### config.mk
export PLATFORM = sky130hd
export DESIGN_NAME = address_decode_bus_switch
export DESIGN_NICKNAME = d
export VERILOG_FILES = /design/src/hw/bus_switch_pkg.sv /design/src/hw/address_decode_bus_switch.sv /design/src/hw/address_decoder.sv /design/src/hw/switch_arbiter.sv
export SDC_FILE = /design/constraint.sdc
export NUM_CORES = 1
export LEC_CHECK = 0
export BUFFER_PORTS_ARGS = -buffer_cell sky130_fd_sc_hd__buf_2
export CORE_AREA = 2 2 229 231
export CTS_CLUSTER_SIZE = 25
export DETAILED_ROUTE_END_ITERATION = 6
export DIE_AREA = 0 0 231 233
export PLACE_DENSITY = 0.52
export RECOVER_POWER = 100
export SYNTH_ARGS = -nofsm -noshare
export SYNTH_HDL_FRONTEND = slang
export SYNTH_SLANG_ARGS = --single-unit
### constraint.sdc
create_clock -name hclk -period 2.7 [get_ports hclk]
set_clock_uncertainty 0.1 [all_clocks]
set_input_delay 0.405 -clock hclk [delete_from_list [all_inputs] [get_ports hclk]]
set_output_delay 0.405 -clock hclk [all_outputs]
set_load 0.005 [all_outputs]
### src/hw/bus_switch_pkg.sv
// Shared types, address map and register map of the bus switch and address decoder
package bus_switch_pkg;

    // One CPU or target request
    typedef struct packed {
        logic [31:0] addr;
        logic [31:0] wdata;
        logic [3:0] be;
        logic we;
    } bus_req_t;

    // One target or CPU response
    typedef struct packed {
        logic [31:0] rdata;
        logic ack;
        logic err;
    } bus_rsp_t;

    // Address map
    localparam logic [31:0] ISPACE_BASE_DEF = 32'h0000_0000;
    localparam logic [31:0] DSPACE_BASE_DEF = 32'h8000_0000;
    localparam logic [31:0] INTERNAL_INSTR_MEMORY_BYTES_DEF = 32'h0000_4000;
    localparam logic [31:0] INTERNAL_DATA_MEMORY_BYTES_DEF = 32'h0000_2000;
    localparam logic [31:0] BOOT_BASE = 32'hFFFF_0000;
    localparam logic [31:0] IO_BASE = 32'hFFFF_FE00;
    localparam int IO_SLOT_LSB = 5;
    localparam int IO_SLOT_W = 4;
    localparam logic [3:0] BE_WORD = 4'hF;

    // Target select positions
    localparam int T_INTERNAL_INSTR_MEMORY = 0;
    localparam int T_INTERNAL_DATA_MEMORY = 1;
    localparam int T_BOOT = 2;
    localparam int T_IO = 3;
    localparam int T_EXT = 4;
    localparam int T_XIP = 5;
    localparam int NUM_TGT = 6;

    // Register map and fields
    localparam logic [7:0] REG_CTRL = 8'h00;
    localparam logic [7:0] REG_FSTAT = 8'h04;
    localparam logic [7:0] REG_FADDR = 8'h08;
    localparam logic [7:0] REG_GCNT = 8'h0C;
    localparam logic [31:0] CTRL_RST = 32'h0000_0001;
    localparam int CTRL_FETCH_EN = 0;
    localparam int FSTAT_SEEN = 0;
    localparam int FSTAT_WRITE = 1;
    localparam int FSTAT_FETCH = 2;

    // Address falls inside a window; wraps so a window may straddle zero
    function automatic logic in_window(logic [31:0] addr, logic [31:0] base, logic [31:0] bytes);
        logic [31:0] off;
        off = addr - base;
        return off < bytes;
    endfunction : in_window

endpackage : bus_switch_pkg

### src/hw/address_decode_bus_switch.sv
// Top: merges fetch and data ports, routes to targets, AHB-Lite status registers
//
// The placing of the registers and the AHB-Lite register port were left to the implementer.
`timescale 1ns/1ps
module address_decode_bus_switch #(
    parameter logic [31:0] ispace_base = bus_switch_pkg::ISPACE_BASE_DEF,
    parameter logic [31:0] dspace_base = bus_switch_pkg::DSPACE_BASE_DEF,
    parameter logic [31:0] internal_instr_mem_bytes = bus_switch_pkg::INTERNAL_INSTR_MEMORY_BYTES_DEF,
    parameter logic [31:0] internal_data_mem_bytes = bus_switch_pkg::INTERNAL_DATA_MEMORY_BYTES_DEF,
    parameter bit internal_instr_mem_present = 1'b0,
    parameter bit internal_data_mem_present = 1'b0,
    parameter bit external_bus_present = 1'b0,
    parameter bit boot_rom_present = 1'b1,
    parameter bit execute_in_place_unit = 1'b0,
    parameter logic [31:0] xip_base = 32'h2000_0000,
    parameter logic [31:0] xip_bytes = 32'h1000_0000,
    parameter logic [15:0] io_slot_present = 16'hFFFF
) (
    input wire logic hclk,
    input wire logic hresetn,
    // Instruction fetch port, request held until ack or err
    input wire logic i_valid,
    input wire bus_switch_pkg::bus_req_t i_req,
    output bus_switch_pkg::bus_rsp_t i_rsp,
    // Data access port, request held until ack or err
    input wire logic d_valid,
    input wire bus_switch_pkg::bus_req_t d_req,
    output bus_switch_pkg::bus_rsp_t d_rsp,
    // Shared internal bus toward the targets
    output bus_switch_pkg::bus_req_t tgt_req,
    output logic [bus_switch_pkg::NUM_TGT-1:0] tgt_sel,
    input wire bus_switch_pkg::bus_rsp_t tgt_rsp [bus_switch_pkg::NUM_TGT],
    // AHB-Lite register slave
    input wire logic hsel,
    input wire logic [31:0] haddr,
    input wire logic [1:0] htrans,
    input wire logic hwrite,
    input wire logic [2:0] hsize,
    input wire logic [31:0] hwdata,
    input wire logic hready,
    output logic hreadyout,
    output logic hresp,
    output logic [31:0] hrdata
);
    // Switch states, one-hot
    typedef enum logic [2:0] {
        ST_IDLE = 3'b001,
        ST_BUSY = 3'b010,
        ST_RESP = 3'b100
    } sw_state_t;

    sw_state_t st_q; // Access state
    bus_switch_pkg::bus_req_t req_sel; // Request of the port about to win
    bus_switch_pkg::bus_req_t tgt_req_q; // Request held toward targets
    logic [bus_switch_pkg::NUM_TGT-1:0] sel_dec; // Decoded target
    logic [bus_switch_pkg::NUM_TGT-1:0] tgt_sel_q; // Live select
    logic fault_dec; // Decode found no target
    bus_switch_pkg::bus_rsp_t hit; // Response of the selected target
    bus_switch_pkg::bus_rsp_t i_rsp_q; // Fetch port answer
    bus_switch_pkg::bus_rsp_t d_rsp_q; // Data port answer
    logic start; // A port wins this cycle
    logic start_data; // Winner is the data port
    logic owner_data_q; // Current owner is the data port
    logic [31:0] ctrl_q; // Control register
    logic [2:0] fstat_q; // Fault status
    logic [31:0] faddr_q; // Last faulting address
    logic [31:0] gcnt_q; // Routed access count
    logic fault_ev; // Decode fault or target error
    logic ahb_wr_q; // Write data phase pending
    logic [7:0] ahb_addr_q; // Register offset of that write
    logic ahb_rd; // Read address phase
    logic ahb_wr; // Write address phase

    // Winner selection; data comes first
    switch_arbiter u_arb (
        .hclk(hclk),
        .hresetn(hresetn),
        .idle(st_q == ST_IDLE),
        .d_valid(d_valid),
        .i_valid(i_valid),
        .i_allow(ctrl_q[bus_switch_pkg::CTRL_FETCH_EN]),
        .start(start),
        .start_data(start_data),
        .owner_data_q(owner_data_q)
    );

    // Both ports see the same map through one decoder
    always_comb begin
        req_sel = start_data ? d_req : i_req;
    end

    // No privilege input exists: user and machine accesses decode alike
    address_decoder #(
        .ispace_base(ispace_base),
        .dspace_base(dspace_base),
        .internal_instr_mem_bytes(internal_instr_mem_bytes),
        .internal_data_mem_bytes(internal_data_mem_bytes),
        .internal_instr_mem_present(internal_instr_mem_present),
        .internal_data_mem_present(internal_data_mem_present),
        .external_bus_present(external_bus_present),
        .boot_rom_present(boot_rom_present),
        .execute_in_place_unit(execute_in_place_unit),
        .xip_base(xip_base),
        .xip_bytes(xip_bytes),
        .io_slot_present(io_slot_present)
    ) u_dec (
        .addr(req_sel.addr),
        .we(req_sel.we),
        .be(req_sel.be),
        .sel(sel_dec),
        .fault(fault_dec)
    );

    // Pick the selected target's answer; selects are one-hot so OR is safe
    always_comb begin
        hit = '0;
        for (int k = 0; k < bus_switch_pkg::NUM_TGT; k++) begin
            if (tgt_sel_q[k]) begin
                hit = hit | tgt_rsp[k];
            end
        end
    end

    // Access sequencer: idle, wait on target, one answer cycle
    always_ff @(posedge hclk or negedge hresetn) begin
        if (!hresetn) begin
            st_q <= ST_IDLE;
        end else begin
            case (st_q)
                ST_IDLE: begin
                    // Faults skip the target and answer directly
                    if (start) begin
                        st_q <= fault_dec ? ST_RESP : ST_BUSY;
                    end
                end
                ST_BUSY: begin
                    // Grant holds until the target ends it
                    if (hit.ack || hit.err) begin
                        st_q <= ST_RESP;
                    end
                end
                ST_RESP: begin
                    st_q <= ST_IDLE;
                end
                default: begin
                    st_q <= ST_IDLE;
                end
            endcase
        end
    end

    // Target request and select, from flops
    always_ff @(posedge hclk or negedge hresetn) begin
        if (!hresetn) begin
            tgt_req_q <= '0;
            tgt_sel_q <= '0;
        end else if (st_q == ST_IDLE && start) begin
            tgt_req_q <= req_sel;
            tgt_sel_q <= fault_dec ? '0 : sel_dec;
        end else if (st_q == ST_BUSY && (hit.ack || hit.err)) begin
            tgt_sel_q <= '0;
        end
    end

    // Port answers: one-cycle pulse to the owner only
    always_ff @(posedge hclk or negedge hresetn) begin
        if (!hresetn) begin
            i_rsp_q <= '0;
            d_rsp_q <= '0;
        end else begin
            i_rsp_q <= '0;
            d_rsp_q <= '0;
            if (st_q == ST_IDLE && start && fault_dec) begin
                // Decode fault is answered on the port that asked, data or fetch
                if (start_data) begin
                    d_rsp_q.err <= 1'b1;
                end else begin
                    i_rsp_q.err <= 1'b1;
                end
            end else if (st_q == ST_BUSY && (hit.ack || hit.err)) begin
                if (owner_data_q) begin
                    d_rsp_q <= hit;
                end else begin
                    i_rsp_q <= hit;
                end
            end
        end
    end

    assign tgt_req = tgt_req_q;
    assign tgt_sel = tgt_sel_q;
    assign i_rsp = i_rsp_q;
    assign d_rsp = d_rsp_q;

    // Fault event: decode miss or target error
    assign fault_ev = (st_q == ST_IDLE && start && fault_dec)
        || (st_q == ST_BUSY && hit.err);

    // AHB-Lite address phase decode
    assign ahb_rd = hsel && htrans[1] && hready && !hwrite;
    assign ahb_wr = hsel && htrans[1] && hready && hwrite;

    // Write data phase bookkeeping; zero wait states
    always_ff @(posedge hclk or negedge hresetn) begin
        if (!hresetn) begin
            ahb_wr_q <= 1'b0;
            ahb_addr_q <= 8'h00;
        end else if (hready) begin
            ahb_wr_q <= ahb_wr;
            ahb_addr_q <= haddr[7:0];
        end
    end

    // Control: fetch gate; clearing it starves the fetch port
    always_ff @(posedge hclk or negedge hresetn) begin
        if (!hresetn) begin
            ctrl_q <= bus_switch_pkg::CTRL_RST;
        end else if (ahb_wr_q && ahb_addr_q == bus_switch_pkg::REG_CTRL) begin
            ctrl_q <= {31'h0000_0000, hwdata[bus_switch_pkg::CTRL_FETCH_EN]};
        end
    end

    // Fault status; sticky seen bit, write one clears, a new fault wins
    always_ff @(posedge hclk or negedge hresetn) begin
        if (!hresetn) begin
            fstat_q <= 3'h0;
            faddr_q <= 32'h0000_0000;
        end else begin
            if (fault_ev) begin
                fstat_q[bus_switch_pkg::FSTAT_SEEN] <= 1'b1;
                fstat_q[bus_switch_pkg::FSTAT_WRITE] <= (st_q == ST_IDLE) ? req_sel.we
                    : tgt_req_q.we;
                fstat_q[bus_switch_pkg::FSTAT_FETCH] <= (st_q == ST_IDLE) ? !start_data
                    : !owner_data_q;
                faddr_q <= (st_q == ST_IDLE) ? req_sel.addr : tgt_req_q.addr;
            end else if (ahb_wr_q && ahb_addr_q == bus_switch_pkg::REG_FSTAT
                && hwdata[bus_switch_pkg::FSTAT_SEEN]) begin
                fstat_q[bus_switch_pkg::FSTAT_SEEN] <= 1'b0;
            end
        end
    end

    // Count of accesses routed to a target; wraps silently
    always_ff @(posedge hclk or negedge hresetn) begin
        if (!hresetn) begin
            gcnt_q <= 32'h0000_0000;
        end else if (st_q == ST_IDLE && start && !fault_dec) begin
            gcnt_q <= gcnt_q + 32'h0000_0001;
        end
    end

    // Read data registered in the address phase; unmapped reads return zero
    always_ff @(posedge hclk or negedge hresetn) begin
        if (!hresetn) begin
            hrdata <= 32'h0000_0000;
        end else if (ahb_rd) begin
            case (haddr[7:0])
                bus_switch_pkg::REG_CTRL: hrdata <= ctrl_q;
                bus_switch_pkg::REG_FSTAT: hrdata <= {29'h0000_0000, fstat_q};
                bus_switch_pkg::REG_FADDR: hrdata <= faddr_q;
                bus_switch_pkg::REG_GCNT: hrdata <= gcnt_q;
                default: hrdata <= 32'h0000_0000;
            endcase
        end
    end

    // Never stalls, always OKAY
    assign hreadyout = 1'b1;
    assign hresp = 1'b0;
endmodule : address_decode_bus_switch

### src/hw/address_decoder.sv
// Address decoder: picks one target or a fault
`timescale 1ns/1ps
module address_decoder #(
    parameter logic [31:0] ispace_base = bus_switch_pkg::ISPACE_BASE_DEF,
    parameter logic [31:0] dspace_base = bus_switch_pkg::DSPACE_BASE_DEF,
    parameter logic [31:0] internal_instr_mem_bytes = bus_switch_pkg::INTERNAL_INSTR_MEMORY_BYTES_DEF,
    parameter logic [31:0] internal_data_mem_bytes = bus_switch_pkg::INTERNAL_DATA_MEMORY_BYTES_DEF,
    parameter bit internal_instr_mem_present = 1'b0,
    parameter bit internal_data_mem_present = 1'b0,
    parameter bit external_bus_present = 1'b0,
    parameter bit boot_rom_present = 1'b1,
    parameter bit execute_in_place_unit = 1'b0,
    parameter logic [31:0] xip_base = 32'h2000_0000,
    parameter logic [31:0] xip_bytes = 32'h1000_0000,
    parameter logic [15:0] io_slot_present = 16'hFFFF
) (
    input wire logic [31:0] addr,
    input wire logic we,
    input wire logic [3:0] be,
    output logic [bus_switch_pkg::NUM_TGT-1:0] sel,
    output logic fault
);
    // End of the instruction memory, start of the dead gap
    localparam logic [31:0] INTERNAL_INSTR_MEMORY_END = ispace_base + internal_instr_mem_bytes;

    // Priority: fixed regions first, so nothing can shadow them
    always_comb begin
        sel = '0;
        fault = 1'b0;
        if (addr >= bus_switch_pkg::IO_BASE) begin
            // 32-byte aligned slots, one per device
            if (io_slot_present[addr[bus_switch_pkg::IO_SLOT_LSB +: bus_switch_pkg::IO_SLOT_W]]
                && !(we && be != bus_switch_pkg::BE_WORD)) begin
                sel[bus_switch_pkg::T_IO] = 1'b1;
            end else begin
                fault = 1'b1;
            end
        end else if (addr >= bus_switch_pkg::BOOT_BASE) begin
            // Absent ROM still owns its window
            if (boot_rom_present) begin
                sel[bus_switch_pkg::T_BOOT] = 1'b1;
            end else begin
                fault = 1'b1;
            end
        end else if (internal_instr_mem_present
            && bus_switch_pkg::in_window(addr, ispace_base, internal_instr_mem_bytes)) begin
            sel[bus_switch_pkg::T_INTERNAL_INSTR_MEMORY] = 1'b1;
        end else if (internal_data_mem_present
            && bus_switch_pkg::in_window(addr, dspace_base, internal_data_mem_bytes)) begin
            sel[bus_switch_pkg::T_INTERNAL_DATA_MEMORY] = 1'b1;
        end else if (execute_in_place_unit
            && bus_switch_pkg::in_window(addr, xip_base, xip_bytes)) begin
            sel[bus_switch_pkg::T_XIP] = 1'b1;
        end else if (internal_instr_mem_present && ispace_base < dspace_base
            && addr >= INTERNAL_INSTR_MEMORY_END && addr < dspace_base) begin
            fault = 1'b1;
        end else if (external_bus_present) begin
            sel[bus_switch_pkg::T_EXT] = 1'b1;
        end else begin
            fault = 1'b1;
        end
    end
endmodule : address_decoder

### src/hw/switch_arbiter.sv
// Fixed-priority arbiter of the fetch and data ports
`timescale 1ns/1ps
module switch_arbiter (
    input wire logic hclk,
    input wire logic hresetn,
    input wire logic idle,
    input wire logic d_valid,
    input wire logic i_valid,
    input wire logic i_allow,
    output logic start,
    output logic start_data,
    output logic owner_data_q
);
    // Data first, fetch only when software lets it through
    always_comb begin
        start_data = d_valid;
        start = idle && (d_valid || (i_valid && i_allow));
    end

    // Owner latched only from the idle state, so it holds for the whole access
    always_ff @(posedge hclk or negedge hresetn) begin
        if (!hresetn) begin
            owner_data_q <= 1'b0;
        end else if (start) begin
            owner_data_q <= start_data;
        end
    end
endmodule : switch_arbiter

==> results of run 1 <==
[sequential cells by signal (all words and copies together) (netlist names), 3 cells and up]
name	count
hrdata	32
st_q	3
i_rsp	34
faddr_q	32
gcnt_q	32
d_rsp	34
fstat_q	3
tgt_req	69
ahb_addr_q	8
[metrics by stage]
stage | instances | setup WS (ns) | setup TNS, ns
3_3_place_gp | 2100 | -0.195 | -6.94
6_report | 2267 | 0.216 | 0
3_5_place_dp | 2100 | -0.228 | -8.70
5_1_grt | 2258 | 0.0967 | 0
2_1_floorplan | 1039 | 0.379 | 0
4_1_cts | 2246 | 0.285 | 0
[worst min-delay path, cell delays in order]
cell	delay, ns
buf_2	0.08
a22oi_1	0.09
nor2_1	0.10
[kinds of logic after synthesis]
kind of cell	Yosys count
compound gates	224
xor+xnor	31
fa+ha+maj	1
buf+inv	84
flops	252
mux	110
other cells	2
simple gates	331
[routing by layer]
layer	share of wire	vias up	wire length, um
met3	0.053	93	2300
met1	0.40	4737	17200
li1	-	4637	-
met4	0.038	8	1630
met2	0.51	336	22100
met5	0.0011	-	47
[cell type report]
| class | instances | area (um2) | share of cell area |
|---|---|---|---|
| inverters | 10 | 37.5 | 0.00235 |
| well taps | 680 | 851 | 0.0533 |
| clock buffers | 38 | 862 | 0.0540 |
| flip-flops and latches | 252 | 6310 | 0.395 |
| multi-input cells | 703 | 4340 | 0.272 |
| repair buffers | 543 | 3200 | 0.200 |
| diodes | 21 | 52.6 | 0.00329 |
| clock inverters | 20 | 324 | 0.0203 |
[synthesized netlist by cell type (all sizes together), types with 5 or more instances]
cell type  count  area share
a21oi         36       0.017
and3          10      0.0058
nor2         111       0.038
and4           5      0.0040
clkbuf        51       0.019
mux2          40       0.041
nand2        132       0.045
nor3          13      0.0091
o21ai        113       0.051
mux2i         69       0.063
nand4         12      0.0087
inv           10      0.0034
nor4          10      0.0070
buf           23       0.015
dfrtp        250        0.57
nand3         20      0.0091
a22oi         67       0.046
xor2          27       0.021
[how the worst max path moves through the flow]
stage                         from           to  slack, ns  cells after the start
after floorplan            d_valid  faddr_q[30]       0.38                      8
after global routing       st_q[0]   tgt_sel[3]        0.1                      5
after global placement     d_valid   faddr_q[2]      -0.19                     10
final                      d_valid    gcnt_q[1]       0.22                     10
after detailed placement   d_valid   faddr_q[6]      -0.23                     10
after CTS                 haddr[5]   hrdata[13]       0.29                     10
[what timing repair did]
item	4_1_cts	5_1_grt
gates resized for setup	0	0
hold buffers	88	0
endpoints found under the hold margin	141	0
[power groups by stage]
stage          Clock [mW]  Combinational [mW]  Sequential [mW]
4_1_cts              4.94                1.77             4.60
6_report             4.81                1.66             4.61
3_5_place_dp            0                1.67             4.67
3_3_place_gp            0                1.63             4.65
5_1_grt              5.10                1.87             4.68
2_1_floorplan           0               0.786             4.62
==> metrics, run 1 <==
run status finished clean; via count 9,811; slowest cell on the critical path a21oi_1; post-route cell area 0.0160 mm2; total power per unit cell area 694 mW/mm2; CP Class primary input to flip-flop; height of the chip 233 um; Period minus WS final 2.48 ns; GRT overflow 0; Int Power 8.11 mW; critical path's largest stage delay 0.37 ns; area of the core region 0.0511 mm2; routing usage on met1 0.186; instance count of the mapped netlist 1,035; synthesized-area fraction occupied by and/or/nand/nor cells 0.139; slew at the pin with the worst max-slew slack 1.30 ns; final clock period utilization by the worst path 0.920; highest-count cells in the layout ignoring fill and taps 258 x buf_2, 250 x dfrtp_1, 145 x clkbuf_1; most utilized layer in the global route result met2; hold wc startpoint tgt_rsp[134]; Synth-to-Final Area Change 44.4%; category of cells accounting for the largest share of critical-path delay buffers and inverters; Port Buffers 393; clock buffers created by TritonCTS 31; DIE AREA 0.0538 mm2; starting DRC count in detailed routing 474; average detailed-routed wire length per instance 19.1 um; routability-driven placement congestion ratio 0.808; initial antenna violation count 34; clk buf depth 3; routing usage on met3 0.0282; launching element type of the critical path primary input; clock-pin slew on the worst setup and hold paths 0.06 ns; count of buffers added by post-CTS timing repair for setup 0; post-detailed-route DRC marker count 0; first-pass GRT wire length 63,100 um; worst supply voltage drop on vdd 0.000441 V; type of the most critical hold path primary input to flip-flop; cell with the most instances on the worst path buf_4; setup violation total in the final timing report 0; worst r2r path cells 5; post-detailed-route via-to-cell ratio 4.33; maximum level of the CTS H-tree 1; post-synthesis share of cell area spent on full adders, half adders and majority gates 0.00113; switching share of power 0.268; clock group share of total power 0.434; drt total wl 43,300 um; crit path DAT 2.85 ns; endpoint of the worst-slack reg-to-reg timing path tgt_sel[3]; Yosys warnings 0; total global routing track utilization 0.157; worst slew margin relative to its limit 0.136; number of failing hold endpoints at the final stage 0; endpoint with the worst hold slack d_rsp[32]; number of pins with negative max-slew slack in the final report 0; FILL cells 5,434; most common cell after layout, fill and taps aside buf_2; Synth Register Bits 252; main combinational cell family by area after synthesis simple AND/OR/NAND/NOR gates; worst hold path depth 3; mux cell area share after synthesis 0.106; top flip-flop cell by instance count after synthesis dfrtp_1; starting density of the core 0.216; summed instance area of the synthesized netlist 0.0111 mm2; number of global-route vias before repair 10.1k; row count 83; Antenna Violating Nets Remaining 0; maximum clock rate 403 MHz; sequential share of the synthesized area 0.571; post-synthesis average cell area 10.7 um2; post-detailed-placement half-perimeter wirelength 32,900 um; clock latency on the worst-skew pair 0.58 ns; x dimension of the die 231 um; share of synthesized flip-flops with an asynchronous set or reset 1.00; number of distinct library cell variants in the gate-level netlist after synthesis 53; worst path cell trace buf_4, clkbuf_1, buf_4, nand3_1, a21oi_1, clkbuf_4, o211ai_2, nand4_4, buf_4, mux2_2; launch point of the worst reg-to-reg path st_q[0]; Logic pwr share 0.150; Hold Worst Slack 0.0339 ns; met2 Usage GRT 0.273; maximum net fanout on the critical path 11; max-cap violations 0; Detailed Routing Iterations Pass 1 6; ports placed on the boundary 595; CTS Sinks 252; number of flops mapped to enable cells by yosys 0; Crit path buffers/inverters 5; Synth Area in XOR/XNOR 0.0246; proportion of power drawn by flip-flops and latches 0.416; FF-to-FF setup slack 0.29 ns; setup repair after global routing missed its margin no; Core Util, Final 0.313; Leakage 7.38 nW; clock tree from TritonCTS built; share of post-route cells with drive strength above 1 0.273; power dissipated by switching net loads 2.97 mW; CTS root buf clkbuf_16; CP endpoint kind flip-flop; net count reported at finish 1,960; pin count of the biggest net entering global routing 83; overall power after layout 11.1 mW; compound-cell area share of the yosys netlist 0.121; CP Data Required Time 3.07 ns; Post-Place Cell Area 0.0141 mm2
Power figures use the tool's default switching activity.
==> run 2: changes to the inputs <==
--- a/config.mk
+++ b/config.mk
@@ -6,12 +6,13 @@
 export NUM_CORES = 1
 export LEC_CHECK = 0
 export BUFFER_PORTS_ARGS = -buffer_cell sky130_fd_sc_hd__buf_2
-export CORE_AREA = 2 2 229 231
+export CORE_AREA = 2 2 231 233
 export CTS_CLUSTER_SIZE = 25
 export DETAILED_ROUTE_END_ITERATION = 6
-export DIE_AREA = 0 0 231 233
-export PLACE_DENSITY = 0.52
+export DIE_AREA = 0 0 233 235
+export PLACE_DENSITY = 0.54
 export RECOVER_POWER = 100
 export SYNTH_ARGS = -nofsm -noshare
 export SYNTH_HDL_FRONTEND = slang
+export SYNTH_HIERARCHICAL = 1
 export SYNTH_SLANG_ARGS = --single-unit
==> run 2 against run 1 <==
Effect of this change:
- die area is 1.7% higher
- core utilization rose by 1.3 points
- power is 17% higher
- sequential share of layout area decreased by 1.8 points
- first-iteration DRC count is 9.7% higher
- global-route usage increased by 3.4 points
- worst setup slack got worse by 0.037 ns
- non-clock buffer count is 77 higher
- sequential power up 12%
- maximum frequency is 1.5% lower
- flip-flop and latch count grew 4
- via count is 17% higher
- critical path type unchanged
- largest power group is now sequential cells
==> metrics, run 2 <==
power dissipated by switching net loads 4.06 mW (+37%); Period minus WS final 2.52 ns (+0.0372 ns); worst supply voltage drop on vdd 0.000480 V (+8.9%); max-cap violations 0 (unchanged); slew at the pin with the worst max-slew slack 1.17 ns (-0.126 ns); starting DRC count in detailed routing 520 (+9.7%); ports placed on the boundary 595 (unchanged); clk buf depth 3 (unchanged); Port Buffers 533 (+36%); Detailed Routing Iterations Pass 1 5 (-1); via count 11.5k (+17%); DIE AREA 0.0548 mm2 (+1.7%); CP endpoint kind flip-flop; launching element type of the critical path primary input; Synth-to-Final Area Change 42.6%; clock latency on the worst-skew pair 0.55 ns (-0.03 ns); GRT overflow 0 (unchanged); x dimension of the die 233 um (+0.87%); routability-driven placement congestion ratio 0.940 (+16%); pin count of the biggest net entering global routing 129 (+55%); initial antenna violation count 59 (+74%); highest-count cells in the layout ignoring fill and taps 384 x buf_2, 254 x dfrtp_1, 196 x nand2_1; row count 84 (+1.2%); crit path DAT 2.82 ns (-0.03 ns); CTS root buf clkbuf_16; Leakage 8.65 nW (+17%); number of failing hold endpoints at the final stage 0 (unchanged); setup violation total in the final timing report 0 (unchanged); share of post-route cells with drive strength above 1 0.305 (+0.0320); worst path cell trace buf_4, buf_12, mux2_1, nand4_1, nand2_1, o31ai_4, clkbuf_1, nand2_1, buf_4, o2111ai_2, buf_12, nor2_1; total power per unit cell area 759 mW/mm2 (+9.4%); setup repair after global routing missed its margin no; CTS Sinks 256 (+1.6%); net count reported at finish 2,177 (+11%); type of the most critical hold path primary input to flip-flop; number of flip-flops under the largest register name 69 (unchanged); drt total wl 53,000 um (+23%); proportion of power drawn by flip-flops and latches 0.400 (-0.016); clock tree from TritonCTS built; final clock period utilization by the worst path 0.934 (+0.0138); switching share of power 0.314 (+0.0463); area of the core region 0.0522 mm2 (+2.2%); average detailed-routed wire length per instance 21.2 um (+11%); DP Worst Slack -0.429 ns (-0.202 ns); Antenna Violating Nets Remaining 0 (unchanged); summed instance area of the synthesized netlist 0.0119 mm2 (+7.9%); clock buffers created by TritonCTS 34 (+9.7%); number of pins with negative max-slew slack in the final report 0 (unchanged); Crit path buffers/inverters 5 (unchanged); post-detailed-route via-to-cell ratio 4.59 (+6.0%); instance count of the mapped netlist 1,189 (+15%); Logic pwr share 0.230 (+0.080); final worst setup slack 0.179 ns (-0.0372 ns); height of the chip 235 um (+0.86%); slowest cell on the critical path mux2_1; post-detailed-placement half-perimeter wirelength 42,900 um (+30%); critical path's largest stage delay 0.34 ns (-0.03 ns); worst slew margin relative to its limit 0.220 (+0.0839); most common cell after layout, fill and taps aside buf_2; run status finished clean; count of buffers added by post-CTS timing repair for setup 0 (unchanged); Hold Worst Slack 0.0488 ns (+0.0149 ns); CP Data Required Time 3.00 ns (-0.07 ns); maximum net fanout on the critical path 21 (+10); Int Power 8.85 mW (+9.2%); post-detailed-route DRC marker count 0 (unchanged); category of cells accounting for the largest share of critical-path delay buffers and inverters; CP Class primary input to flip-flop; clock-pin slew on the worst setup and hold paths 0.05 ns (about the same); Yosys warnings 6 (+6); starting density of the core 0.228 (+0.0120); total global routing track utilization 0.191 (+0.0338); first-pass GRT wire length 76,600 um (+21%); clock group share of total power 0.370 (-0.064); post-synthesis average cell area 10.0 um2 (-6.1%); maximum level of the CTS H-tree 2 (+1); maximum clock rate 397 MHz (-1.5%); number of global-route vias before repair 11.9k (+18%)
-- run 2: through the flow --
step                      total power, mW  setup TNS, ns  cell area, um2   util  std cells
after floorplan                      6.71          -1.01           12200      -       1192
after global placement               8.30         -20.03           16100  0.308       2400
after detailed placement             8.40         -23.14           16100  0.308       2400
after CTS                            13.3              0           17300  0.332       2470
after global routing                 13.7              0           17000  0.325       2490
final                                12.9              0           17000  0.326       2497
-- run 2: layer usage --
metal	track usage	wire [um]	share of wire	vias up
met1	0.229	20000	0.38	5497
met2	0.312	24900	0.47	487
li1	-	-	-	5308
met4	0.0863	2580	0.049	20
met5	0	124	0.0023	-
met3	0.0601	5360	0.10	143
-- run 2: worst paths after layout --
check	from	slack, ns	depth (start not counted)	to
max reg2reg	tgt_sel[2]	0.19	5	tgt_sel[2]
min reg2reg	gcnt_q[31]	0.37	1	gcnt_q[31]
max	d_valid	0.18	12	d_rsp[22]
min in group asynchronous	hresetn	0.52	2	ahb_addr_q[0]
max in group asynchronous	hresetn	0.43	3	tgt_req[12]
min	tgt_rsp[157]	0.05	3	i_rsp[21]
-- run 2: final cells by class --
type	instances	area, um2
antenna	27	67.6
clock buffer	45	973
clock inverter	15	213
fill	5483	35200
inverter	62	233
multi-input combinational	784	5020
sequential	256	6410
tap	688	861
timing repair buffer	620	3240
-- run 2: timing repair --
item | CTS | global route
endpoints found under the hold margin | 46 | 0
resized for setup | 0 | 1
hold buffers | 10 | 0
endpoints found under the setup margin | 0 | 6
-- run 2: worst reg2reg max path: cells and delay by family, from the launching register on --
family                 cells  cell delay (ns)
AOI/OAI and AO/OA          3             1.35
buffers and inverters      1             0.26
and+or+nand+nor            1             0.34
DFF                        1             0.40
-- run 2: power groups by stage --
stage | Combinational, mW | Clock [mW] | Sequential, mW
2_1_floorplan | 1.54 | 0 | 5.17
3_3_place_gp | 3.10 | 0 | 5.20
3_5_place_dp | 3.18 | 0 | 5.23
4_1_cts | 3.20 | 4.93 | 5.16
5_1_grt | 3.38 | 5.09 | 5.26
6_report | 2.97 | 4.78 | 5.16
